## src/pkg/zone_page_pkg.sv

```systemverilog
package zone_page_pkg;
  // register byte addresses
  localparam logic [3:0] ADDR_PAGE_PTR = 4'h0;
  localparam logic [3:0] ADDR_PAGE_DATA = 4'h4;
  localparam logic [3:0] ADDR_STATUS = 4'h8;
  // pointer register fields
  localparam int PTR_PAGE_LSB = 0;
  localparam int PTR_IDX_LSB = 8;
  // status register fields
  localparam int ST_ZONE_LSB = 0;
  localparam int ST_ILLEGAL_BIT = 8;
  localparam int ST_RCACHE_BIT = 9;
  localparam int ST_STANDBY_BIT = 10;
  localparam int ST_SHUTDOWN_BIT = 11;
  // axi responses
  localparam logic [1:0] RESP_OKAY = 2'b00;
  localparam logic [1:0] RESP_SLVERR = 2'b10;
  // page codes and lengths
  localparam logic [5:0] PG_ZONE = 6'h0C;
  localparam logic [7:0] PG_ZONE_LEN = 8'h16;
  localparam logic [5:0] PG_SHUTDOWN = 6'h32;
  localparam logic [7:0] PG_SHUTDOWN_LEN = 8'h02;
  localparam logic [5:0] PG_VENDOR = 6'h37;
  localparam logic [7:0] PG_VENDOR_LEN = 8'h0E;
  // zone page fixed content
  localparam logic ZONED_DRIVE = 1'b1;
  localparam logic BOUNDARY_LOGICAL = 1'b0;
  localparam logic SAVE_CAPABLE = 1'b0;
  localparam logic [15:0] MAX_ZONES = 16'h0008;
  localparam logic [7:0] MAX_ZONE_SEL = 8'h07;
  localparam logic [63:0] ZONE_PAGE_MAP = 64'h0000_0000_0000_1008;
  // vendor page byte 2 bit positions
  localparam int VB_SYNC_PRESERVE = 5;
  localparam int VB_SYNC_REQUEST = 4;
  localparam int VB_PREFETCH = 1;
  localparam int VB_READ_CACHE = 0;
  // reset values of the writable fields, and the segment count limits
  localparam logic RST_SYNC_PRESERVE = 1'b0;
  localparam logic RST_SYNC_REQUEST = 1'b0;
  localparam logic RST_PREFETCH = 1'b1;
  localparam logic RST_READ_CACHE = 1'b1;
  localparam logic [7:0] RST_SEGMENTS = 8'h01;
  localparam logic [7:0] SEG_MIN = 8'h01;
  localparam logic [7:0] SEG_MAX = 8'h02;
  // shutdown page timers, zero means disabled
  localparam logic [7:0] STANDBY_SECONDS = 8'h00;
  localparam logic [7:0] SHUTDOWN_MINUTES = 8'h00;
endpackage

```

## src/hw/zone_mode_page_responder.sv

```systemverilog
`timescale 1ns/1ps
module zone_mode_page_responder
  import zone_page_pkg::*;
#(
  parameter int ZONE_CYLS = 128,
  parameter int LAST_HEAD = 7
) (
  input wire logic aclk,
  input wire logic aresetn,
  input wire logic [3:0] s_axi_awaddr,
  input wire logic s_axi_awvalid,
  output logic s_axi_awready,
  input wire logic [31:0] s_axi_wdata,
  input wire logic [3:0] s_axi_wstrb,
  input wire logic s_axi_wvalid,
  output logic s_axi_wready,
  output logic [1:0] s_axi_bresp,
  output logic s_axi_bvalid,
  input wire logic s_axi_bready,
  input wire logic [3:0] s_axi_araddr,
  input wire logic s_axi_arvalid,
  output logic s_axi_arready,
  output logic [31:0] s_axi_rdata,
  output logic [1:0] s_axi_rresp,
  output logic s_axi_rvalid,
  input wire logic s_axi_rready,
  output logic [2:0] selected_zone,
  output logic read_cache_en,
  output logic prefetch_en,
  output logic illegal_request
);

  // refuse geometry that does not fit the 24-bit cylinder fields
  generate
    if (ZONE_CYLS < 1 || ZONE_CYLS * 7 > 24'hFF_FFFF || LAST_HEAD < 0 || LAST_HEAD > 255) begin : g_bad
      $error("zone geometry parameters out of range");
    end
  endgenerate

  localparam logic [23:0] ZCYLS = 24'(ZONE_CYLS);
  localparam logic [7:0] LHEAD = 8'(LAST_HEAD);

  logic aw_held_reg;
  logic w_held_reg;
  logic [3:0] awaddr_reg;
  logic [31:0] wdata_reg;
  logic [3:0] wstrb_reg;
  logic awready_reg;
  logic wready_reg;
  logic bvalid_reg;
  logic [1:0] bresp_reg;
  logic arready_reg;
  logic rvalid_reg;
  logic [31:0] rdata_reg;
  logic [1:0] rresp_reg;
  logic [5:0] page_reg;
  logic [4:0] idx_reg;
  logic [2:0] zone_reg;
  logic sync_preserve_flag_reg;
  logic sync_request_flag_reg;
  logic prefetch_flag_reg;
  logic read_cache_reg;
  logic [7:0] segments_reg;
  logic illegal_reg;
  logic aw_hs;
  logic w_hs;
  logic ar_hs;
  logic do_write;
  logic aw_held_next;
  logic w_held_next;
  logic rvalid_next;
  logic data_wr;
  logic ill_set;
  logic ill_clr;

  // boundary cylinder of a zone edge; zone zero spans the whole unit
  function automatic logic [23:0] zone_cyl(input logic [2:0] z, input logic is_end);
    logic [23:0] base;
    base = 24'h00_0000;
    if (z == 3'd0) begin
      base = is_end ? 24'(ZCYLS * 7 - 1) : 24'h00_0000;
    end else begin
      base = is_end ? 24'(ZCYLS * z - 1) : 24'(ZCYLS * (z - 1));
    end
    return base;
  endfunction

  // one byte of a mode page as mode sense would return it
  function automatic logic [7:0] page_byte(
    input logic [5:0] pg,
    input logic [4:0] ix,
    input logic [2:0] z,
    input logic [7:0] vflags,
    input logic [7:0] segs
  );
    logic [23:0] sc;
    logic [23:0] ec;
    logic [7:0] b;
    sc = zone_cyl(z, 1'b0);
    ec = zone_cyl(z, 1'b1);
    b = 8'h00;
    unique case (pg)
      PG_ZONE: begin
        unique case (ix)
          5'd0: b = {SAVE_CAPABLE, 1'b0, PG_ZONE};
          5'd1: b = PG_ZONE_LEN;
          5'd2: b = {ZONED_DRIVE, BOUNDARY_LOGICAL, 6'h00};
          5'd4: b = MAX_ZONES[15:8];
          5'd5: b = MAX_ZONES[7:0];
          5'd6: b = 8'h00;
          5'd7: b = {5'h00, z};
          5'd8: b = sc[23:16];
          5'd9: b = sc[15:8];
          5'd10: b = sc[7:0];
          5'd11: b = 8'h00;
          5'd12: b = ec[23:16];
          5'd13: b = ec[15:8];
          5'd14: b = ec[7:0];
          5'd15: b = LHEAD;
          5'd16, 5'd17, 5'd18, 5'd19, 5'd20, 5'd21, 5'd22, 5'd23: begin
            b = ZONE_PAGE_MAP[8 * (23 - int'(ix)) +: 8];
          end
          default: b = 8'h00;
        endcase
        // a non-zoned drive blanks all but code and length
        if (!ZONED_DRIVE && ix > 5'd1) begin
          b = 8'h00;
        end
      end
      PG_SHUTDOWN: begin
        unique case (ix)
          5'd0: b = {2'b00, PG_SHUTDOWN};
          5'd1: b = PG_SHUTDOWN_LEN;
          5'd2: b = STANDBY_SECONDS;
          5'd3: b = SHUTDOWN_MINUTES;
          default: b = 8'h00;
        endcase
      end
      PG_VENDOR: begin
        unique case (ix)
          5'd0: b = {2'b00, PG_VENDOR};
          5'd1: b = PG_VENDOR_LEN;
          5'd2: b = vflags;
          5'd3: b = segs;
          default: b = 8'h00;
        endcase
      end
      default: b = 8'h00;
    endcase
    return b;
  endfunction

  // handshakes; a write runs once address and data are both held
  always_comb begin
    aw_hs = s_axi_awvalid && awready_reg;
    w_hs = s_axi_wvalid && wready_reg;
    ar_hs = s_axi_arvalid && arready_reg;
    do_write = aw_held_reg && w_held_reg && !bvalid_reg;
    aw_held_next = do_write ? 1'b0 : (aw_held_reg || aw_hs);
    w_held_next = do_write ? 1'b0 : (w_held_reg || w_hs);
    rvalid_next = ar_hs ? 1'b1 : ((rvalid_reg && s_axi_rready) ? 1'b0 : rvalid_reg);
    data_wr = do_write && awaddr_reg == ADDR_PAGE_DATA && wstrb_reg[0];
  end

  // write address and data capture, in either order
  always_ff @(posedge aclk) begin
    if (!aresetn) begin
      aw_held_reg <= 1'b0;
      w_held_reg <= 1'b0;
      awready_reg <= 1'b0;
      wready_reg <= 1'b0;
      awaddr_reg <= 4'h0;
      wdata_reg <= 32'h0000_0000;
      wstrb_reg <= 4'h0;
    end else begin
      aw_held_reg <= aw_held_next;
      w_held_reg <= w_held_next;
      awready_reg <= !aw_held_next;
      wready_reg <= !w_held_next;
      if (aw_hs) begin
        awaddr_reg <= s_axi_awaddr;
      end
      if (w_hs) begin
        wdata_reg <= s_axi_wdata;
        wstrb_reg <= s_axi_wstrb;
      end
    end
  end

  // write response; unmapped offsets answer slverr
  always_ff @(posedge aclk) begin
    if (!aresetn) begin
      bvalid_reg <= 1'b0;
      bresp_reg <= RESP_OKAY;
    end else if (do_write) begin
      bvalid_reg <= 1'b1;
      bresp_reg <= (awaddr_reg == ADDR_PAGE_PTR || awaddr_reg == ADDR_PAGE_DATA
                    || awaddr_reg == ADDR_STATUS) ? RESP_OKAY : RESP_SLVERR;
    end else if (bvalid_reg && s_axi_bready) begin
      bvalid_reg <= 1'b0;
    end
  end

  // page pointer selects which page byte the data register reaches
  always_ff @(posedge aclk) begin
    if (!aresetn) begin
      page_reg <= 6'h00;
      idx_reg <= 5'h00;
    end else if (do_write && awaddr_reg == ADDR_PAGE_PTR) begin
      if (wstrb_reg[0]) begin
        page_reg <= wdata_reg[PTR_PAGE_LSB +: 6];
      end
      if (wstrb_reg[1]) begin
        idx_reg <= wdata_reg[PTR_IDX_LSB +: 5];
      end
    end
  end

  // zone selector: only byte 7 of the zone page takes a select
  always_ff @(posedge aclk) begin
    if (!aresetn) begin
      zone_reg <= 3'd0;
    end else if (data_wr && page_reg == PG_ZONE && idx_reg == 5'd7
                 && wdata_reg[7:0] <= MAX_ZONE_SEL) begin
      zone_reg <= wdata_reg[2:0];
    end
  end

  // vendor page flags; prefetch cannot stand without read caching
  always_ff @(posedge aclk) begin
    if (!aresetn) begin
      sync_preserve_flag_reg <= RST_SYNC_PRESERVE;
      sync_request_flag_reg <= RST_SYNC_REQUEST;
      prefetch_flag_reg <= RST_PREFETCH;
      read_cache_reg <= RST_READ_CACHE;
    end else if (data_wr && page_reg == PG_VENDOR && idx_reg == 5'd2) begin
      sync_preserve_flag_reg <= wdata_reg[VB_SYNC_PRESERVE];
      sync_request_flag_reg <= wdata_reg[VB_SYNC_REQUEST];
      prefetch_flag_reg <= wdata_reg[VB_PREFETCH] && wdata_reg[VB_READ_CACHE];
      read_cache_reg <= wdata_reg[VB_READ_CACHE];
    end
  end

  // segment count keeps its old value when a bad count is refused
  always_ff @(posedge aclk) begin
    if (!aresetn) begin
      segments_reg <= RST_SEGMENTS;
    end else if (data_wr && page_reg == PG_VENDOR && idx_reg == 5'd3
                 && wdata_reg[7:0] >= SEG_MIN && wdata_reg[7:0] <= SEG_MAX) begin
      segments_reg <= wdata_reg[7:0];
    end
  end

  // illegal request detection; a new error wins over a clear
  always_comb begin
    ill_set = 1'b0;
    if (data_wr && page_reg == PG_ZONE) begin
      if (idx_reg == 5'd6 && wdata_reg[7:0] != 8'h00) begin
        ill_set = 1'b1;
      end
      if (idx_reg == 5'd7 && wdata_reg[7:0] > MAX_ZONE_SEL) begin
        ill_set = 1'b1;
      end
    end
    if (data_wr && page_reg == PG_VENDOR && idx_reg == 5'd3
        && (wdata_reg[7:0] < SEG_MIN || wdata_reg[7:0] > SEG_MAX)) begin
      ill_set = 1'b1;
    end
    ill_clr = do_write && awaddr_reg == ADDR_STATUS && wstrb_reg[1]
              && wdata_reg[ST_ILLEGAL_BIT];
  end

  always_ff @(posedge aclk) begin
    if (!aresetn) begin
      illegal_reg <= 1'b0;
    end else if (ill_set) begin
      illegal_reg <= 1'b1;
    end else if (ill_clr) begin
      illegal_reg <= 1'b0;
    end
  end

  // read channel: one read at a time, data registered with valid
  always_ff @(posedge aclk) begin
    if (!aresetn) begin
      arready_reg <= 1'b0;
      rvalid_reg <= 1'b0;
      rdata_reg <= 32'h0000_0000;
      rresp_reg <= RESP_OKAY;
    end else begin
      arready_reg <= !rvalid_next;
      rvalid_reg <= rvalid_next;
      if (ar_hs) begin
        rresp_reg <= RESP_OKAY;
        rdata_reg <= 32'h0000_0000;
        unique case (s_axi_araddr)
          ADDR_PAGE_PTR: begin
            rdata_reg[PTR_PAGE_LSB +: 6] <= page_reg;
            rdata_reg[PTR_IDX_LSB +: 5] <= idx_reg;
          end
          ADDR_PAGE_DATA: begin
            rdata_reg[7:0] <= page_byte(page_reg, idx_reg, zone_reg,
              {2'b00, sync_preserve_flag_reg, sync_request_flag_reg, 2'b00,
               prefetch_flag_reg, read_cache_reg}, segments_reg);
          end
          ADDR_STATUS: begin
            rdata_reg[ST_ZONE_LSB +: 3] <= zone_reg;
            rdata_reg[ST_ILLEGAL_BIT] <= illegal_reg;
            rdata_reg[ST_RCACHE_BIT] <= read_cache_reg;
            rdata_reg[ST_STANDBY_BIT] <= STANDBY_SECONDS != 8'h00;
            rdata_reg[ST_SHUTDOWN_BIT] <= SHUTDOWN_MINUTES != 8'h00;
          end
          default: rresp_reg <= RESP_SLVERR;
        endcase
      end
    end
  end

  // every output straight from a flip-flop
  assign s_axi_awready = awready_reg;
  assign s_axi_wready = wready_reg;
  assign s_axi_bvalid = bvalid_reg;
  assign s_axi_bresp = bresp_reg;
  assign s_axi_arready = arready_reg;
  assign s_axi_rvalid = rvalid_reg;
  assign s_axi_rdata = rdata_reg;
  assign s_axi_rresp = rresp_reg;
  assign selected_zone = zone_reg;
  assign read_cache_en = read_cache_reg;
  assign prefetch_en = prefetch_flag_reg;
  assign illegal_request = illegal_reg;

endmodule

```

## config.mk

```make
export PLATFORM = sky130hd
export DESIGN_NAME = zone_mode_page_responder
export DESIGN_NICKNAME = d
export VERILOG_FILES = /design/src/pkg/zone_page_pkg.sv /design/src/hw/zone_mode_page_responder.sv
export SDC_FILE = /design/constraint.sdc
export NUM_CORES = 1
export LEC_CHECK = 0
export BUFFER_PORTS_ARGS = -buffer_cell sky130_fd_sc_hd__buf_4
export CAP_MARGIN = 30
export CORE_ASPECT_RATIO = 0.5
export CORE_MARGIN = 3
export CORE_UTILIZATION = 45
export CTS_BUF_LIST = sky130_fd_sc_hd__clkbuf_16
export CTS_CLUSTER_DIAMETER = 40
export DETAILED_ROUTE_END_ITERATION = 16
export GPL_TIMING_DRIVEN = 0
export PLACE_DENSITY_LB_ADDON = 0.08
export SYNTH_ARGS = -nofsm -noshare
export SYNTH_HDL_FRONTEND = slang
export SYNTH_SLANG_ARGS = --single-unit
```

## constraint.sdc

```tcl
create_clock -name aclk -period 3.9 [get_ports aclk]
set_clock_uncertainty 0.1 [all_clocks]
set_input_delay 0.585 -clock aclk [delete_from_list [all_inputs] [get_ports aclk]]
set_output_delay 0.585 -clock aclk [all_outputs]
set_load 0.1 [all_outputs]
```

==> results of run 1 <==
[final cells by class]
class                           count  area [sq um]  share of cell area [%]
Clock inverter                      7          43.8                    1.01
Buffer                             47           264                    6.11
Sequential cell                    68          1360                    31.5
Tap cell                           92           115                    2.67
Clock buffer                        9           225                    5.21
Multi-Input combinational cell    322          1870                    43.2
Inverter                           10          37.5                   0.869
Timing Repair Buffer               54           405                    9.39
[cell usage after synthesis (3+ instances only)]
cell type	n
nand4_1	4
o21ai_0	19
and3b_1	3
nand2_1	74
nor2_1	28
and2_1	13
buf_4	21
nand2b_1	8
nand3_1	8
o31ai_1	4
nor3_1	10
dfxtp_1	68
o211ai_1	7
nor4_1	4
a221oi_1	4
a31oi_1	4
and3_1	4
clkbuf_1	22
ha_1	3
mux2i_1	12
inv_1	9
a21oi_1	44
[per-layer routing]
metal  vias up  wire length (um)  track usage, %
met5         -                 0               0
met4         0               181            8.16
met3        18              1160            9.35
met2       161              3780            34.1
met1      1470              4860            32.5
li1       1645                 -               -
[per-stage QoR]
step / cell area [sq um] / hold WS (ns) / total power (uW)
2_1_floorplan: 3530 / 0.317 / 949
3_3_place_gp: 4050 / 0.332 / 1010
3_5_place_dp: 4050 / 0.338 / 1010
4_1_cts: 4320 / 0.346 / 1740
5_1_grt: 4320 / 0.364 / 1790
6_report: 4320 / 0.346 / 1730
[layout by cell type, fill, tap and decap left out, types with 3 or more instances in the layout]
master and n:
a21oi_1 44, a221oi_1 4, a31oi_1 4, and2_1 13
and3_1 4, and3b_1 3, buf_4 75, clkbuf_1 22
clkbuf_16 9, clkinvlp_4 3, conb_1 21, dfxtp_1 68
ha_1 3, inv_1 10, mux2i_1 12, nand2_1 74
nand2b_1 8, nand3_1 8, nand4_1 4, nor2_1 28
nor3_1 10, nor4_1 4, o211ai_1 7, o21ai_0 19
o31ai_1 4
[kinds of logic after synthesis]
logic type	Yosys count
buf+inv	57
mux	12
flops	68
xor+xnor	1
compound gates	105
fa+ha+maj	3
other cells	1
simple gates	180
[where the power goes]
| part | switching, uW | internal, uW |
|---|---|---|
| combinational | 202 | 65.3 |
| sequential | 12.6 | 713 |
| clock | 311 | 426 |
| total | 526 | 1200 |
[path summary, 6_finish.rpt]
kind | cells past startpoint | slack (ns) | from | endpoint
max | 7 | 1.54 | selected_zone[2] | s_axi_rdata[6]
min | 2 | 0.35 | segments_reg[6] | segments_reg[6]
max reg2reg | 7 | 1.54 | selected_zone[2] | s_axi_rdata[6]
min reg2reg | 2 | 0.35 | segments_reg[6] | segments_reg[6]
[critical path, cell delays in order (launching register included)]
cell and delay [ns]:
dfxtp_1 0.57, inv_1 0.08, ha_1 0.26, or4_4 0.43, o22ai_1 0.17, nand3_1 0.17
a211oi_1 0.35, o21a_1 0.16
==> reports/metrics.yaml, run 1 <==
relSlewSlack_pct: 36.1
initial_core_util_pct: 49.1
core_sq_um: 7040
fin_crit_ns: 2.36
n_fill_cell: 698
dp.cells: 593
synth.area.top_cells: "dfxtp_1, nand2_1, a21oi_1, buf_4, mux2i_1"
drcViolationCount: 0
p_per_area_nw_per_um2: 401
route.vias.total: 3294
ctsResizeCount: 0
rsz0062_at_grt: "false"
routed_wl_mm: 9.98
rows: 21
final.period_utilization_pct: 60.4
cts_root_buf: "clkbuf_16"
hold_viol: 0
antenna_left: 0
layout.nets: 566
synthXorXnorAreaFrac_pct: 0.254
synthArstFlopShare_pct: 0
grt.overflow.total: 0
tns_ns: 0
synth_simple_gate_area_share_pct: 27.8
area_growth_pct: 25.0
dieArea_sq_um: 8830
ys.flop_type: "dfxtp_1"
cp-start-kind: "flop"
maxCapViolations: 0
arrival_ns: 2.54
syn_inst: 427
cts_max_level: 3
port_buffers: 54
dp_hpwl_mm: 7.51
outcome: "complete, no violations"
drtPass1Iterations: 5
postCtsHoldBufs: 0
required_ns: 4.09
clk_pin_slew_ns: 0.06
tightestPinTransition_ns: 0.945
antenna_found_initial: 0
synth_compound_area_share_pct: 19.1
drive_gt1_share_pct: 20.7
synth-seq-area-share_pct: 39.4
ioPinCount: 98
yosysUniqueCellTypes: 64
synth_mux_area_share_pct: 3.48
grt_max_degree: 13
synth_top_area_cell: "dfxtp_1"
path_class: "flop to flop"
holdCritPathClass: "flop to flop"
track_usage_pct: 23.8
place_ws_ns: 1.57
drtIter0Drc: 329
syn_area_sq_um: 3450
netlist.area_leader.share_pct: 39.4
worst-path-max-fanout: 9
cts_made_buffers: 9
clock_sinks: 68
synth_enable_flop_cells: 0
finalWorstSetupSlack_ns: 1.54
peakVddDrop_mv: 0.238
grt_pass1_wl_mm: 15.7
grt_pass1_vias: 2959
synth_top_family_by_area: "simple AND/OR/NAND/NOR gates"
drv_slew: 0
post-cts-setup-buffers: 0
via_per_inst: 5.41
die_w_um: 130
clock_latency_ns: 0.34
critical_path.endpoint_type: "flop"
fmax_mhz: 424
cts_tree: "done"
synthAdderAreaFrac_pct: 1.09
fin_util_pct: 61.3
place_congestion: 0.932
ys_seq_elements: 68
leakage_uw: 0.00173
avgSynthCellArea_sq_um: 8.09
yosysWarnings: 0
clk_path_buf_depth: 2
instances_no_fill: 609
die_y_um: 68.0
finalSetupViolations: 0
avgRoutedWirePerCell_um: 16.4
diodes: 0
Power figures use the tool's default switching activity.
==> run 2, diff against run 1 <==
==> constraint.sdc (replaced) <==
create_clock -name aclk -period 2.4 [get_ports aclk]
set_clock_uncertainty 0.1 [all_clocks]
set_input_delay 0.36 -clock aclk [delete_from_list [all_inputs] [get_ports aclk]]
set_output_delay 0.36 -clock aclk [all_outputs]
set_load 0.1 [all_outputs]
==> reports/metrics.yaml, run 2 (synthesized netlist as in run 1, its figures left out) <==
worst-path-max-fanout: 10  # +1
route.vias.total: 3288  # -0.18%
critical_path.endpoint_type: "flop"
cp-start-kind: "flop"
ioPinCount: 98  # unchanged
arrival_ns: 2.35  # -0.19 ns
pwr-share-seq_pct: 39.5  # -2.4 points
tightestPinTransition_ns: 0.971  # +0.0259 ns
initial_core_util_pct: 49.1  # unchanged
tns_ns: 0  # unchanged
cts_max_level: 3  # unchanged
drtIter0Drc: 285  # -13%
grt.overflow.total: 0  # unchanged
die_w_um: 130  # unchanged
fin_crit_ns: 2.23  # -0.128 ns
rsz0062_at_grt: "false"
postCtsHoldBufs: 0  # unchanged
p_per_area_nw_per_um2: 682  # +70%
maxCapViolations: 0  # unchanged
dpl_cell_area_sq_um: 4060  # +0.12%
finalSetupViolations: 0  # unchanged
power.share.clock_pct: 45.8  # +3.2 points
internal_power_uw: 2160  # +79%
clock_latency_ns: 0.33  # about the same
fmax_mhz: 449  # +5.7%
clk_pin_slew_ns: 0.05  # about the same
final_cell_mix: "buf_4, nand2_1, dfxtp_1"
drtPass1Iterations: 6  # +1
grt_max_degree: 12  # -1
antenna_found_initial: 0  # unchanged
antenna_left: 0  # unchanged
clock_sinks: 68  # unchanged
r2r-end: "segments_reg[3]"
area_growth_pct: 26.6
hold_viol: 0  # unchanged
leakage_uw: 0.00176  # +1.8%
place_congestion: 0.965  # +3.5%
n_fill_cell: 663  # -5.0%
final.period_utilization_pct: 92.9  # +32 points
reg2reg_depth: 5  # -2
final_cell_area_sq_um: 4370  # +1.3%
drcViolationCount: 0  # unchanged
cp-endpoint: "segments_reg[3]"
layout.nets: 566  # unchanged
die_y_um: 68.0  # unchanged
cts_made_buffers: 9  # unchanged
dp_hpwl_mm: 7.42  # -1.2%
rows: 21  # unchanged
grt_pass1_wl_mm: 15.8  # +0.53%
drive_gt1_share_pct: 21.7  # +1.0 points
grt_pass1_vias: 2934  # -0.84%
diodes: 0  # unchanged
r2r-start: "page_reg[4]"
worst-r2r-setup-slack_ns: 0.17  # -1.37 ns
cts_root_buf: "clkbuf_16"
clk_path_buf_depth: 2  # unchanged
switching_power_uw: 821  # +56%
peakVddDrop_mv: 0.383  # +61%
place_ws_ns: 0.225  # -1.35 ns
avgRoutedWirePerCell_um: 16.4  # -0.17%
dieArea_sq_um: 8830  # unchanged
track_usage_pct: 23.6  # -0.13 points
path_class: "flop to flop"
outcome: "complete, no violations"
routed_wl_mm: 9.95  # -0.33%
combPwrFrac_pct: 14.6  # -0.9 points
switching_share_pct: 27.5  # -2.9 points
port_buffers: 54  # unchanged
fin_util_pct: 62.1  # +0.78 points
relSlewSlack_pct: 34.4  # -1.8 points
core_sq_um: 7040  # unchanged
cts_tree: "done"
mostFrequentLayoutCell: "buf_4"
via_per_inst: 5.41  # about the same
cp-startpoint: "page_reg[4]"
finalWorstSetupSlack_ns: 0.171  # -1.37 ns
drv_slew: 0  # unchanged
required_ns: 2.52  # -1.57 ns
holdCritPathClass: "input port to flop"
run 2: changes by cell type in the layout (fill, tap and decap cells not counted):
cell | before | now
dfxtp_1 | 68 | 64
dfxtp_2 | 0 | 4
clkinvlp_4 | 3 | 0
bufinv_16 | 0 | 2
nor4_1 | 4 | 2
nor4_2 | 1 | 3
clkinv_4 | 0 | 1
inv_6 | 1 | 0
run 2: how the worst min path moves through the flow:
stage / cells after the start / from / end / slack (ns)
6_report: 3 / s_axi_wdata[2] / wdata_reg[2] / 0.18
5_1_grt: 3 / s_axi_wdata[8] / wdata_reg[8] / 0.17
4_1_cts: 3 / s_axi_awaddr[0] / awaddr_reg[0] / 0.17
3_5_place_dp: 2 / segments_reg[6] / segments_reg[6] / 0.34
3_3_place_gp: 2 / segments_reg[6] / segments_reg[6] / 0.33
2_1_floorplan: 2 / segments_reg[6] / segments_reg[6] / 0.32
run 2: routing by layer:
layer	global-route usage [%]	wire (um)	up-vias
met5	0	0	-
met3	6.94	1050	8
met1	34.8	4940	1483
met2	33.5	3880	158
li1	-	-	1639
met4	5.83	79	0
run 2: timing repair:
action                                  4_1_cts  5_1_grt
endpoints found under the setup margin        0        3
setup buffers                                 0        0
gates resized for setup                       0        2
run 2: metrics by stage:
step                      hold slack, ns  std cells  total power [uW]
after global routing               0.170        608              3090
final                              0.175        608              2980
after CTS                          0.166        608              3000
after detailed placement           0.343        593              1640
after floorplan                    0.317        447              1540
after global placement             0.330        593              1630
run 2: final cells by class:
cell class	count	area [sq um]	area share, %
sequential	68	1370	31.2
multi-input combinational	322	1880	43.0
clock inverter	6	81.3	1.86
buffer	47	264	6.04
tap	92	115	2.63
clock buffer	9	225	5.15
inverter	10	37.5	0.858
timing repair buffer	54	405	9.27
run 2: critical path: stages (launching register included):
cell	delay (ns)
dfxtp_1	0.49
nand4b_2	0.24
nor4_4	0.64
and3_1	0.36
nor2_1	0.11
and2_1	0.17
run 2: power by group through the flow:
stage          combinational [uW]  sequential [uW]  clock [uW]
6_report                      436             1180        1370
3_3_place_gp                  431             1200           0
5_1_grt                       461             1180        1440
3_5_place_dp                  432             1200           0
2_1_floorplan                 264             1280           0
4_1_cts                       433             1180        1390
==> run 3, diff against run 2 <==
--- a/config.mk
+++ b/config.mk
@@ -13,7 +13,6 @@
 export CTS_BUF_LIST = sky130_fd_sc_hd__clkbuf_16
 export CTS_CLUSTER_DIAMETER = 40
 export DETAILED_ROUTE_END_ITERATION = 16
-export GPL_TIMING_DRIVEN = 0
 export PLACE_DENSITY_LB_ADDON = 0.08
 export SYNTH_ARGS = -nofsm -noshare
 export SYNTH_HDL_FRONTEND = slang
==> reports/metrics.yaml, run 3 (synthesized netlist as in run 1, its figures left out) <==
outcome: "complete, no violations"
maxCapViolations: 0  # unchanged
final_cell_mix: "buf_4, nand2_1, dfxtp_1"
drive_gt1_share_pct: 22.2  # +0.49 points
grt.overflow.total: 0  # unchanged
port_buffers: 55  # +1.9%
dp_hpwl_mm: 7.08  # -4.6%
rows: 21  # unchanged
diodes: 0  # unchanged
drcViolationCount: 0  # unchanged
path_class: "flop to flop"
grt_max_degree: 42  # +30
dieArea_sq_um: 8830  # unchanged
core_sq_um: 7040  # unchanged
clk_path_buf_depth: 2  # unchanged
final.period_utilization_pct: 88.9  # -3.9 points
place_congestion: 0.952  # -1.4%
route.vias.total: 3218  # -2.1%
cts_tree: "done"
p_per_area_nw_per_um2: 657  # -3.7%
final_cell_area_sq_um: 4220  # -3.6%
dpl_cell_area_sq_um: 3950  # -2.6%
clock_latency_ns: 0.33  # about the same
postCtsHoldBufs: 0  # unchanged
critical_path.endpoint_type: "flop"
peakVddDrop_mv: 0.424  # +11%
drtIter0Drc: 206  # -28%
fin_crit_ns: 2.13  # -0.0946 ns
die_w_um: 130  # unchanged
combPwrFrac_pct: 14.5  # about the same
ctsResizeCount: 0  # unchanged
drtPass1Iterations: 5  # -1
cts_root_buf: "clkbuf_16"
relSlewSlack_pct: 60.1  # +26 points
cp-start-kind: "flop"
internal_power_uw: 1940  # -10%
p_total_uw: 2770  # -7.1%
switching_share_pct: 30.1  # +2.6 points
antenna_found_initial: 0  # unchanged
fin_util_pct: 59.9  # -2.2 points
fmax_mhz: 469  # +4.4%
via_per_inst: 5.52  # +2.1%
die_y_um: 68.0  # unchanged
required_ns: 2.52  # about the same
pwr-share-seq_pct: 42.7  # +3.2 points
area_growth_pct: 22.1
finalSetupViolations: 0  # unchanged
cts_max_level: 3  # unchanged
ioPinCount: 98  # unchanged
mostFrequentLayoutCell: "buf_4"
hold_viol: 0  # unchanged
layout.nets: 540  # -4.6%
avgRoutedWirePerCell_um: 16.0  # -2.0%
initial_core_util_pct: 49.1  # unchanged
leakage_uw: 0.00168  # -4.1%
clock_sinks: 68  # unchanged
dp.cells: 567  # -4.4%
power.share.clock_pct: 42.8  # -3.0 points
antenna_left: 0  # unchanged
grt_pass1_vias: 3034  # +3.4%
rsz0062_at_grt: "false"
cts_made_buffers: 9  # unchanged
instances_no_fill: 583  # -4.1%
track_usage_pct: 22.6  # -1.1 points
holdCritPathClass: "input port to flop"
routed_wl_mm: 9.35  # -6.1%
tightestPinTransition_ns: 0.596  # -0.375 ns
clk_pin_slew_ns: 0.06  # about the same
post-cts-setup-buffers: 0  # unchanged
arrival_ns: 2.26  # -0.09 ns
drv_slew: 0  # unchanged
worst-path-max-fanout: 5  # -5
tns_ns: 0  # unchanged
grt_pass1_wl_mm: 15.2  # -3.8%
switching_power_uw: 834  # +1.6%
## run 3: cell count changes in the layout (fill, tap and decap cells not counted), moves of 2 or more
cell,change
buf_1,-2
clkbuf_1,-22
nor4_2,-2
clkinvlp_4,+3
bufinv_16,-2
nor4_1,+2
## run 3: final timing paths
path / to / cells after the start / slack [ns] / startpoint
setup / recovery: segments_reg[7] / 5 / 0.27 / wdata_reg[4]
hold / removal: wdata_reg[5] / 3 / 0.17 / s_axi_wdata[5]
setup reg to reg: segments_reg[7] / 5 / 0.27 / wdata_reg[4]
hold reg to reg: segments_reg[6] / 2 / 0.35 / segments_reg[6]
## run 3: critical path, cell delays in order, from the launching register on
cell	delay [ns]
dfxtp_1	0.36
or4_1	0.56
nor4_2	0.42
and3_1	0.30
nor2_1	0.10
and2_1	0.18
## run 3: final cells by class
class / instances / area, sq um
Inverter: 10 / 37.5
Timing Repair Buffer: 75 / 563
Clock buffer: 9 / 225
Sequential cell: 68 / 1370
Multi-Input combinational cell: 322 / 1870
Clock inverter: 7 / 43.8
Fill cell: 650 / 2820
Tap cell: 92 / 115
## run 3: power groups by stage
stage | logic, uW | registers [uW] | clock network, uW
finish | 402 | 1180 | 1180
global route | 425 | 1190 | 1270
CTS | 401 | 1180 | 1220
detailed placement | 400 | 1210 | 0
global placement | 396 | 1210 | 0
floorplan | 264 | 1280 | 0
## run 3: stage by stage
stage          hold WS (ns)  worst slack, ns
3_5_place_dp          0.337            0.291
2_1_floorplan         0.317           0.0453
4_1_cts               0.156            0.291
5_1_grt               0.171            0.141
6_report              0.172            0.266
3_3_place_gp          0.335            0.327
## run 3: routing by layer
metal / global-route usage (%) / up-vias / part of all wire, %
met5: 0 / - / 0
met4: 7.77 / 0 / 1.6
met3: 7.40 / 17 / 9.9
met2: 33.9 / 146 / 40
met1: 30.6 / 1464 / 48
li1: - / 1591 / -
